==> config.mk <==
export PLATFORM = sky130hd
export DESIGN_NAME = vtm_top
export DESIGN_NICKNAME = d
export VERILOG_FILES = /design/src/vtm_top.v /design/src/vtm_name_mem.v /design/src/vtm_egress.v
export VERILOG_INCLUDE_DIRS = /design/src /design/src/src
export SDC_FILE = /design/constraint.sdc
export NUM_CORES = 2
export LEC_CHECK = 0
export BUFFER_PORTS_ARGS = -buffer_cell sky130_fd_sc_hd__buf_4
export CORE_MARGIN = 4
export CORE_UTILIZATION = 55
export DETAILED_ROUTE_END_ITERATION = 8
export PLACE_DENSITY = 0.82
export SKIP_CTS_REPAIR_TIMING = 1
export SLEW_MARGIN = 20
export SYNTH_ARGS = -nofsm -noshare
export SYNTH_HDL_FRONTEND = slang
export SYNTH_HIERARCHICAL = 1
export SYNTH_SLANG_ARGS = --single-unit
==> constraint.sdc <==
create_clock -name clk -period 5.9 [get_ports clk]
set_clock_uncertainty 0.05 [all_clocks]
set_input_delay 0 -clock clk [delete_from_list [all_inputs] [get_ports clk]]
set_output_delay 0 -clock clk [all_outputs]
set_load 0.01 [all_outputs]
==> src/vtm_regs.vh <==
/*
 * Register offsets, field positions, codes and reset values shared by the
 * VLAN tag and port mirror block.
 * Assumes inclusion by bare name from the design files under src/.
 */
`ifndef VTM_REGS_VH
`define VTM_REGS_VH

// apb byte offsets
`define VTM_A_CTRL      8'h00
`define VTM_A_MIRROR    8'h04
`define VTM_A_ENT_SEL   8'h08
`define VTM_A_ENT_VID   8'h0C
`define VTM_A_ENT_MEMB  8'h10
`define VTM_A_ENT_DEL   8'h14
`define VTM_A_NAME_SEL  8'h18
`define VTM_A_NAME_DATA 8'h1C
`define VTM_A_STATUS    8'h20
`define VTM_A_MIR_DROP  8'h24
`define VTM_A_PVID0     8'h28

// field positions
`define VTM_F_GVRP      0
`define VTM_F_TGT_LO    4
`define VTM_F_PBV       16
`define VTM_F_LOCK      17
`define VTM_F_VALID     18

// membership codes, two bits per port
`define VTM_M_NONE      2'h0
`define VTM_M_UNTAG     2'h1
`define VTM_M_TAG       2'h2
`define VTM_M_FORBID    2'h3

// mirror modes, bit 0 receive, bit 1 transmit
`define VTM_MIR_NONE    2'h0
`define VTM_MIR_RX      2'h1
`define VTM_MIR_TX      2'h2
`define VTM_MIR_BOTH    2'h3

// egress tag operations
`define VTM_OP_KEEP     2'h0
`define VTM_OP_STRIP    2'h1
`define VTM_OP_INSERT   2'h2

// vlan identifier limits for user entries
`define VTM_VID_MIN     12'h002
`define VTM_VID_MAX     12'hFFE
`define VTM_VID_DEF     12'h001

// reset values
`define VTM_RST_MEMB    8'h55
`define VTM_RST_TGT     2'h0

// status error bits
`define VTM_E_RANGE     0
`define VTM_E_LOCKED    1
`define VTM_E_BUSY      2
`define VTM_E_DEFAULT   3

`endif

==> src/vtm_top.v <==
/*
 * VLAN membership, egress tagging and port mirroring decisions for a
 * four-port switch, with an APB register slave.
 * Assumes one descriptor per frame from the forwarding engine, inputs
 * synchronous to clk, and a mirror target that shows readiness each cycle.
 */
// The register addresses and the APB register port were chosen for this implementation.
module vtm_top
(
   input wire clk,
   input wire nrst,
   input wire psel,
   input wire penable,
   input wire pwrite,
   input wire [7:0] paddr,
   input wire [31:0] pwdata,
   output reg [31:0] prdata,
   output reg pready,
   output reg pslverr,
   input wire frm_valid,
   input wire [1:0] frm_src,
   input wire frm_tagged,
   input wire [11:0] frm_vid,
   input wire frm_gvrp,
   input wire [3:0] frm_dst_mask,
   input wire [3:0] port_fast,
   input wire mir_ready,
   output reg dec_valid,
   output reg dec_drop,
   output reg [3:0] dec_fwd_mask,
   output reg [7:0] dec_tag_op,
   output reg [47:0] dec_ins_vid,
   output reg dec_mirror,
   output reg [1:0] dec_tgt,
   output reg gvrp_en
);

`include "vtm_regs.vh"

   localparam NP = 4;
   localparam NE = 8;

   reg [1:0] tgt_q;
   reg [7:0] mir_mode_q;
   reg [2:0] ent_sel_q;
   reg [5:0] name_sel_q;
   reg [3:0] err_q;
   reg [15:0] drop_cnt_q;
   reg [11:0] pvid_q [0:NP-1];
   reg [NE-1:0] ent_valid_q;
   reg [NE-1:0] ent_pbv_q;
   reg [NE-1:0] ent_lock_q;
   reg [11:0] ent_vid_q [0:NE-1];
   reg [7:0] ent_memb_q [0:NE-1];

   wire setup_ph;
   wire wr_en;
   wire [31:0] name_rdata;
   wire name_we;
   reg [31:0] rd_d;
   reg rd_err_d;
   reg wr_err_d;
   reg [3:0] err_set;
   reg busy;
   integer i;
   integer k;
   integer p;

   assign setup_ph = psel & ~penable;
   assign wr_en = psel & penable & pwrite & pready;

   // names may only be written while the entry is not yet created
   assign name_we = wr_en & (paddr == `VTM_A_NAME_DATA) &
                    ~ent_lock_q[name_sel_q[5:3]];

   vtm_name_mem #(.AW(6), .DW(32)) u_name
   (
      .clk(clk),
      .we(name_we),
      .waddr(name_sel_q),
      .wdata(pwdata),
      .raddr(name_sel_q),
      .rdata(name_rdata)
   );

   // read mux, evaluated in the setup phase so prdata can be a flop
   always @*
   begin
      rd_d = 32'h0;
      rd_err_d = 1'b0;
      if (paddr == `VTM_A_CTRL)
      begin
         rd_d[`VTM_F_GVRP] = gvrp_en;
         rd_d[`VTM_F_TGT_LO+1:`VTM_F_TGT_LO] = tgt_q;
      end
      else if (paddr == `VTM_A_MIRROR)
         rd_d[7:0] = mir_mode_q;
      else if (paddr == `VTM_A_ENT_SEL)
         rd_d[2:0] = ent_sel_q;
      else if (paddr == `VTM_A_ENT_VID)
      begin
         rd_d[11:0] = ent_vid_q[ent_sel_q];
         rd_d[`VTM_F_PBV] = ent_pbv_q[ent_sel_q];
         rd_d[`VTM_F_LOCK] = ent_lock_q[ent_sel_q];
         rd_d[`VTM_F_VALID] = ent_valid_q[ent_sel_q];
      end
      else if (paddr == `VTM_A_ENT_MEMB)
         rd_d[7:0] = ent_memb_q[ent_sel_q];
      else if (paddr == `VTM_A_ENT_DEL)
         rd_d = 32'h0;
      else if (paddr == `VTM_A_NAME_SEL)
         rd_d[5:0] = name_sel_q;
      else if (paddr == `VTM_A_NAME_DATA)
         rd_d = name_rdata;
      else if (paddr == `VTM_A_STATUS)
         rd_d[3:0] = err_q;
      else if (paddr == `VTM_A_MIR_DROP)
         rd_d[15:0] = drop_cnt_q;
      else if (paddr[7:4] == 4'h2 || paddr[7:4] == 4'h3)
      begin
         if (paddr >= `VTM_A_PVID0 && paddr[1:0] == 2'h0 &&
             paddr < (`VTM_A_PVID0 + 8'h10))
            rd_d[11:0] = pvid_q[paddr[3:2] - 2'h2];
         else
            rd_err_d = 1'b1;
      end
      else
         rd_err_d = 1'b1;
   end

   // write checks: range, name lock, port-based exclusivity, default entry
   always @*
   begin
      err_set = 4'h0;
      busy = 1'b0;
      for (p = 0; p < NP; p = p + 1)
         for (k = 0; k < NE; k = k + 1)
            if (k != ent_sel_q && ent_valid_q[k] &&
                pwdata[2*p +: 2] != `VTM_M_NONE &&
                ent_memb_q[k][2*p +: 2] != `VTM_M_NONE)
               busy = 1'b1;
      if (wr_en && paddr == `VTM_A_ENT_VID)
      begin
         if (pwdata[11:0] < `VTM_VID_MIN || pwdata[11:0] > `VTM_VID_MAX)
            err_set[`VTM_E_RANGE] = 1'b1;
         if (ent_lock_q[ent_sel_q])
            err_set[`VTM_E_LOCKED] = 1'b1;
      end
      if (wr_en && paddr == `VTM_A_ENT_MEMB && ent_pbv_q[ent_sel_q] &&
          busy)
         err_set[`VTM_E_BUSY] = 1'b1;
      if (wr_en && paddr == `VTM_A_ENT_DEL && ent_sel_q == 3'h0)
         err_set[`VTM_E_DEFAULT] = 1'b1;
      if (wr_en && paddr == `VTM_A_NAME_DATA &&
          ent_lock_q[name_sel_q[5:3]])
         err_set[`VTM_E_LOCKED] = 1'b1;
      wr_err_d = |err_set;
   end

   // apb slave: one wait-free access, answer registered from setup phase
   always @(posedge clk)
   begin
      if (!nrst)
      begin
         prdata <= 32'h0;
         pready <= 1'b0;
         pslverr <= 1'b0;
      end
      else
      begin
         pready <= setup_ph;
         pslverr <= setup_ph & rd_err_d;
         if (setup_ph && !pwrite)
            prdata <= rd_d;
      end
   end

   // configuration registers and vlan table
   always @(posedge clk)
   begin
      if (!nrst)
      begin
         gvrp_en <= 1'b0;
         tgt_q <= `VTM_RST_TGT;
         mir_mode_q <= 8'h00;
         ent_sel_q <= 3'h0;
         name_sel_q <= 6'h00;
         err_q <= 4'h0;
         ent_valid_q <= 8'h01;
         ent_pbv_q <= 8'h00;
         ent_lock_q <= 8'h01;
         for (i = 0; i < NE; i = i + 1)
         begin
            ent_vid_q[i] <= (i == 0) ? `VTM_VID_DEF : 12'h000;
            ent_memb_q[i] <= (i == 0) ? `VTM_RST_MEMB : 8'h00;
         end
         for (i = 0; i < NP; i = i + 1)
            pvid_q[i] <= `VTM_VID_DEF;
      end
      else
      begin
         // write-one-to-clear; a new error in the same cycle wins
         if (wr_en && paddr == `VTM_A_STATUS)
            err_q <= (err_q & ~pwdata[3:0]) | err_set;
         else
            err_q <= err_q | err_set;
         if (wr_en && paddr == `VTM_A_CTRL)
         begin
            gvrp_en <= pwdata[`VTM_F_GVRP];
            tgt_q <= pwdata[`VTM_F_TGT_LO+1:`VTM_F_TGT_LO];
         end
         if (wr_en && paddr == `VTM_A_MIRROR)
            mir_mode_q <= pwdata[7:0];
         if (wr_en && paddr == `VTM_A_ENT_SEL)
            ent_sel_q <= pwdata[2:0];
         if (wr_en && paddr == `VTM_A_NAME_SEL)
            name_sel_q <= pwdata[5:0];
         // create: entry locked, name frozen from here on
         if (wr_en && paddr == `VTM_A_ENT_VID && !wr_err_d)
         begin
            ent_vid_q[ent_sel_q] <= pwdata[11:0];
            ent_pbv_q[ent_sel_q] <= pwdata[`VTM_F_PBV];
            ent_valid_q[ent_sel_q] <= 1'b1;
            ent_lock_q[ent_sel_q] <= 1'b1;
            ent_memb_q[ent_sel_q] <= 8'h00;
         end
         if (wr_en && paddr == `VTM_A_ENT_MEMB && !wr_err_d &&
             ent_valid_q[ent_sel_q])
            ent_memb_q[ent_sel_q] <= pwdata[7:0];
         // the default entry survives; only its members can move
         if (wr_en && paddr == `VTM_A_ENT_DEL && !wr_err_d)
         begin
            ent_valid_q[ent_sel_q] <= 1'b0;
            ent_lock_q[ent_sel_q] <= 1'b0;
            ent_memb_q[ent_sel_q] <= 8'h00;
         end
         for (i = 0; i < NP; i = i + 1)
            if (wr_en && paddr == (`VTM_A_PVID0 + 4 * i))
               pvid_q[i] <= pwdata[11:0];
      end
   end

   // frame classification: resolve vlan, then the entry it hits
   reg [11:0] fvid;
   reg hit;
   reg [2:0] hidx;
   reg [7:0] memb;
   reg [1:0] src_code;
   reg drop;
   reg [3:0] want_mask;
   integer fk;
   always @*
   begin
      fvid = frm_tagged ? frm_vid : pvid_q[frm_src];
      hit = 1'b0;
      hidx = 3'h0;
      for (fk = NE - 1; fk >= 0; fk = fk - 1)
         if (ent_valid_q[fk] && ent_vid_q[fk] == fvid)
         begin
            hit = 1'b1;
            hidx = fk[2:0];
         end
      memb = hit ? ent_memb_q[hidx] : 8'h00;
      src_code = memb[2*frm_src +: 2];
      // unknown vlan is dropped too: nobody can be a member of it
      drop = ~hit | (frm_tagged & (src_code == `VTM_M_FORBID)) |
             (frm_gvrp & ~gvrp_en);
      want_mask = drop ? 4'h0 : frm_dst_mask;
      want_mask[frm_src] = 1'b0;
   end

   wire [3:0] fwd;
   wire [7:0] tag_op;
   genvar g;
   generate
      for (g = 0; g < NP; g = g + 1)
      begin : g_eg
         vtm_egress u_eg
         (
            .code(memb[2*g +: 2]),
            .frm_tagged(frm_tagged),
            .want(want_mask[g]),
            .fwd(fwd[g]),
            .tag_op(tag_op[2*g +: 2])
         );
      end
   endgenerate

   // mirror selection; the forwarding mask is left exactly as computed
   reg mir_want;
   reg mir_slow;
   reg mir_copy;
   integer mp;
   always @*
   begin
      mir_want = mir_mode_q[2*frm_src];
      for (mp = 0; mp < NP; mp = mp + 1)
         if (fwd[mp] && mir_mode_q[2*mp+1])
            mir_want = 1'b1;
      // a slower target cannot keep up; the copy is lost, not queued
      mir_slow = ~port_fast[tgt_q] & port_fast[frm_src];
      mir_copy = frm_valid & mir_want & ~mir_slow & mir_ready;
   end

   // decision outputs, one cycle after the descriptor
   always @(posedge clk)
   begin
      if (!nrst)
      begin
         dec_valid <= 1'b0;
         dec_drop <= 1'b0;
         dec_fwd_mask <= 4'h0;
         dec_tag_op <= 8'h00;
         dec_ins_vid <= 48'h0;
         dec_mirror <= 1'b0;
         dec_tgt <= `VTM_RST_TGT;
         drop_cnt_q <= 16'h0000;
      end
      else
      begin
         dec_valid <= frm_valid;
         dec_drop <= frm_valid & drop;
         dec_fwd_mask <= frm_valid ? fwd : 4'h0;
         dec_tag_op <= frm_valid ? tag_op : 8'h00;
         dec_ins_vid <= {pvid_q[3], pvid_q[2], pvid_q[1], pvid_q[0]};
         dec_mirror <= mir_copy;
         dec_tgt <= tgt_q;
         // saturating count of copies lost to the target
         if (frm_valid && mir_want && !mir_copy && drop_cnt_q != 16'hFFFF)
            drop_cnt_q <= drop_cnt_q + 16'h0001;
      end
   end

endmodule

==> src/vtm_name_mem.v <==
/*
 * Small name store: one write port, one read port, read data registered.
 * Assumes a single clock; contents are not reset, software writes names
 * before it creates the entry that owns them.
 */
module vtm_name_mem
#(
   parameter AW = 6,
   parameter DW = 32
)
(
   input wire clk,
   input wire we,
   input wire [AW-1:0] waddr,
   input wire [DW-1:0] wdata,
   input wire [AW-1:0] raddr,
   output reg [DW-1:0] rdata
);

   reg [DW-1:0] mem [0:(1<<AW)-1];

   // write and registered read share the edge; read shows old data on a hit
   always @(posedge clk)
   begin
      if (we)
      begin
         mem[waddr] <= wdata;
      end
      rdata <= mem[raddr];
   end

endmodule

==> src/vtm_egress.v <==
/*
 * Per-port egress decision: forwarding and tag operation for one port.
 * Assumes the caller has already resolved the frame's vlan entry.
 */
module vtm_egress
(
   input wire [1:0] code,
   input wire frm_tagged,
   input wire want,
   output reg fwd,
   output reg [1:0] tag_op
);

`include "vtm_regs.vh"

   // only members of the frame's vlan see it on egress
   always @*
   begin
      fwd = want & ((code == `VTM_M_UNTAG) | (code == `VTM_M_TAG));
      tag_op = `VTM_OP_KEEP;
      if (code == `VTM_M_UNTAG && frm_tagged)
      begin
         tag_op = `VTM_OP_STRIP;
      end
      else if (code == `VTM_M_TAG && !frm_tagged)
      begin
         tag_op = `VTM_OP_INSERT;
      end
      // a tagged frame on a tagged port leaves untouched
      if (!fwd)
      begin
         tag_op = `VTM_OP_KEEP;
      end
   end

endmodule

==> summary.txt <==
Route
  – Via Count: 59100
  – Final wirelength: 305000 um
  – Post-route DRC: 0
  – Detail Route Antenna Nets: 0
  – Detailed-route wire length per cell: 35.8 um
  – DR iter-0 viols: 9583
  – Pre-antenna DRT Iters: 8
  – Vias per cell: 6.93

Floorplanning
  – Cell Rows: 155
  – Initial Utilization: 0.553
  – I/O pin count: 171
  – Die area: 187000 um^2
  – Die H: 432 um
  – Core Box Area: 179000 um^2
  – Die width: 432 um

CTS
  – Cts bufs inserted: 229
  – CTS tree: yes
  – Worst-case clock buffer depth: 3
  – CTS Root Cell: clkbuf_16
  – Clk Latency, worst-skew pair: 0.88 ns
  – Clock transition at the registers of the reported paths: 0.07 ns
  – H-tree depth: 4
  – Num Clock Sinks: 2454

Run status
  – Status: finished, violations left
  – Failing checks: negative hold slack

Logic synthesis
  – Area leader, netlist: edfxtp_1
  – Most used DFF post-synth: edfxtp_1
  – Yosys reg bits: 2454
  – Cell Area, Synth: 98800 um^2
  – Async SR Flop Fraction: 0
  – Avg Inst Size Synth: 18.4 um^2
  – Top post-synthesis cells by area: edfxtp_1 (69%), mux4_2 (12%), dfxtp_1 (4.0%), mux2i_1 (2.3%), and2_1 (1.2%)
  – Mapped Cells: 5379
  – Register area share after synthesis: 0.726
  – Number of synthesis warnings: 6
  – Unique masters post-synth: 97
  – Net count after synthesis: 5459
  – Number of flops mapped to enable cells by yosys: 2256
  – Post-synth top area share: 0.686

Place
  – GPL Wtd Cong: 0.994
  – DP HPWL: 182000 um
  – Placed Instances: 8001
  – Port bufs: 170

Critical path
  – CP max FO: 11
  – Worst EP required: 6.55 ns
  – Crit path launch type: flop
  – R2r setup slk: 0.19 ns
  – CP arrival: 6.37 ns
  – CP Class: flop to flop
  – CP endpoint kind: flop

Timing
  – Fmax: 0.175 GHz
  – Slew Viols, Final: 0
  – Max transition margin: 0.163
  – Final worst-path cycle share: 0.969
  – Endpoints failing setup: 0
  – Hold slack: -0.00280 ns
  – Min Clock Period, post-route: 5.71 ns
  – Hold Vio Cnt, Final: 2
  – Tightest Pin Transition: 1.25 ns
  – RSZ-0062 raised after global routing: true

Finish
  – Fillers: 11300
  – Cell Count, Final, Fillers Out: 8534
  – Synth-to-Final Area Change: 15.5%
  – Final nets: 6051
  – Layout cell share with drive strength beyond 1: 0.273

Global routing
  – Vias in the first global route: 58300
  – Total gr overflow: 0
  – Total track usage: 0.324
  – Initial antenna violation count: 25
  – First-pass GRT wire length: 430000 um
  – Largest net degree at the start of global routing: 97

Run
  – MaxCap Viol Count: 0

Power
  – Leakage: 36.1 nW
  – Max VDD drop: 0.365 mV
  – Power Dens Cells: 306 nW/um^2
  – Tot Pwr: 35.0 mW

Min path
  – Hold crit path type: primary input to flop
[critical path, stage by stage, from the launching register on]
cell	delay [ns]
edfxtp_1	0.40
mux4_2	0.51
mux2i_4	0.30
buf_6	0.15
xor2_1	0.14
buf_4	0.15
o2111a_1	0.23
and4_4	0.23
o211ai_1	0.17
a21o_1	0.23
buf_12	0.14
a311o_1	0.32
a21boi_4	0.15
a21oi_2	0.20
a221oi_2	0.10
o211a_4	0.27
nor3_1	0.24
and2b_2	0.20
a22oi_1	0.08
nand2_1	0.09
o21ai_1	0.07
buf_4	0.18
a311o_2	0.38
buf_6	0.16
nor2_4	0.09
nand4_1	0.14
xor2_1	0.18
nor2_1	0.06
[cell type report]
type	instances	area, um^2	area share
clock buffers	274	6040	0.0529
inverters	30	114	0.000997
multi-input cells	2574	26200	0.229
diodes	9	22.5	0.000197
clock inverters	156	1550	0.0136
flip-flops and latches	2454	71700	0.628
repair buffers	682	5600	0.0491
well taps	2355	2950	0.0258
[path summary, 6_finish.rpt]
| kind | start | endpoint | cells after the start |
|---|---|---|---|
| worst max-delay path | pvid_q[3][8] | drop_cnt_q[6] | 27 |
| worst min-delay path | frm_valid | dec_tag_op[1] | 3 |
| worst max register to register | pvid_q[3][8] | drop_cnt_q[6] | 27 |
| worst min register to register | err_q[1] | err_q[1] | 2 |
[power by group]
part / internal, mW / total, mW / switching (mW)
logic: 0.324 / 0.957 / 0.633
registers: 19.0 / 19.1 / 0.0672
clock network: 8.27 / 14.9 / 6.66
[through the flow]
step / hold slack, ns / TNS (ns) / setup slack (ns) / util / area [um^2]
4_1_cts: -0.703 / -3.30 / -0.421 / 0.631 / 113000
2_1_floorplan: 0.0334 / 0 / 0.302 / - / 98800
5_1_grt: -0.00107 / -0.405 / -0.114 / 0.639 / 114000
3_5_place_dp: 0.173 / -2.90 / -0.382 / 0.589 / 105000
6_report: -0.00280 / 0 / 0.185 / 0.639 / 114000
3_3_place_gp: 0.165 / -2.64 / -0.392 / 0.589 / 105000
[synth_stat cells, types with 11 or more instances]
master / number
nand3_1: 90
inv_1: 29
a22o_1: 18
o221ai_1: 18
buf_1: 22
o21ai_0: 111
buf_6: 35
nand2_1: 168
o211ai_1: 32
nor4_1: 30
and2_1: 190
o22ai_1: 50
a211oi_1: 30
nor3_1: 46
or2_2: 11
clkbuf_1: 161
a311o_1: 16
mux4_2: 515
nand3b_1: 13
nor2b_1: 20
buf_4: 31
and4_1: 14
mux2i_1: 227
nor2_1: 289
buf_2: 62
xor2_1: 22
a31oi_1: 25
or3_1: 17
and3_1: 46
nand4_1: 30
edfxtp_1: 2256
a221oi_1: 13
mux2_2: 11
nand2b_1: 19
dfxtp_1: 198
xnor2_1: 70
a22oi_1: 157
a21oi_1: 97
o22a_1: 15
[cell families after synthesis]
logic type / after synthesis / share of synthesized area
compound gates: 682 / 0.0488
flops: 2454 / 0.726
fa+ha+maj: 9 / 0.00114
simple gates: 1030 / 0.0538
mux: 761 / 0.143
xor+xnor: 92 / 0.00815
buf+inv: 351 / 0.0191
[state kept, by name, summed over array words and instances, names as in the netlist, 2 cells and up, named ones only]
signal / flops
name_sel_q: 6
u_name/rdata: 32
prdata: 32
drop_cnt_q: 16
mir_mode_q: 8
u_name/mem: 2048
dec_tgt: 2
ent_lock_q: 8
ent_sel_q: 3
dec_fwd_mask: 4
err_q: 4
dec_ins_vid: 48
ent_valid_q: 8
pvid_q: 48
ent_memb_q: 64
tgt_q: 2
ent_pbv_q: 8
ent_vid_q: 96
dec_tag_op: 8
[placed cells by master (no fill, tap or decap), types with 32 or more instances in the layout]
cell	count
clkbuf_16	230
edfxtp_1	2256
dlygate4sd3_1	73
clkinv_1	50
mux2i_1	225
o21ai_0	105
nand2_1	167
dfxtp_1	191
nand3_1	90
o211ai_1	32
a22oi_1	156
o22ai_1	50
xnor2_1	67
clkinv_2	48
buf_4	578
nor2_4	67
and3_1	45
and2_1	187
clkbuf_1	32
a21oi_1	90
mux4_2	516
nor2_1	219
nor3_1	38
[per-layer routing]
| layer | track usage | up-vias | wire length (um) |
|---|---|---|---|
| li1 | - | 23100 | - |
| met1 | 0.421 | 30000 | 102000 |
| met2 | 0.514 | 5061 | 145000 |
| met3 | 0.0795 | 1016 | 38800 |
| met4 | 0.164 | 26 | 19100 |
| met5 | 0.00468 | - | 207 |
(Power assumes the default switching activity.)
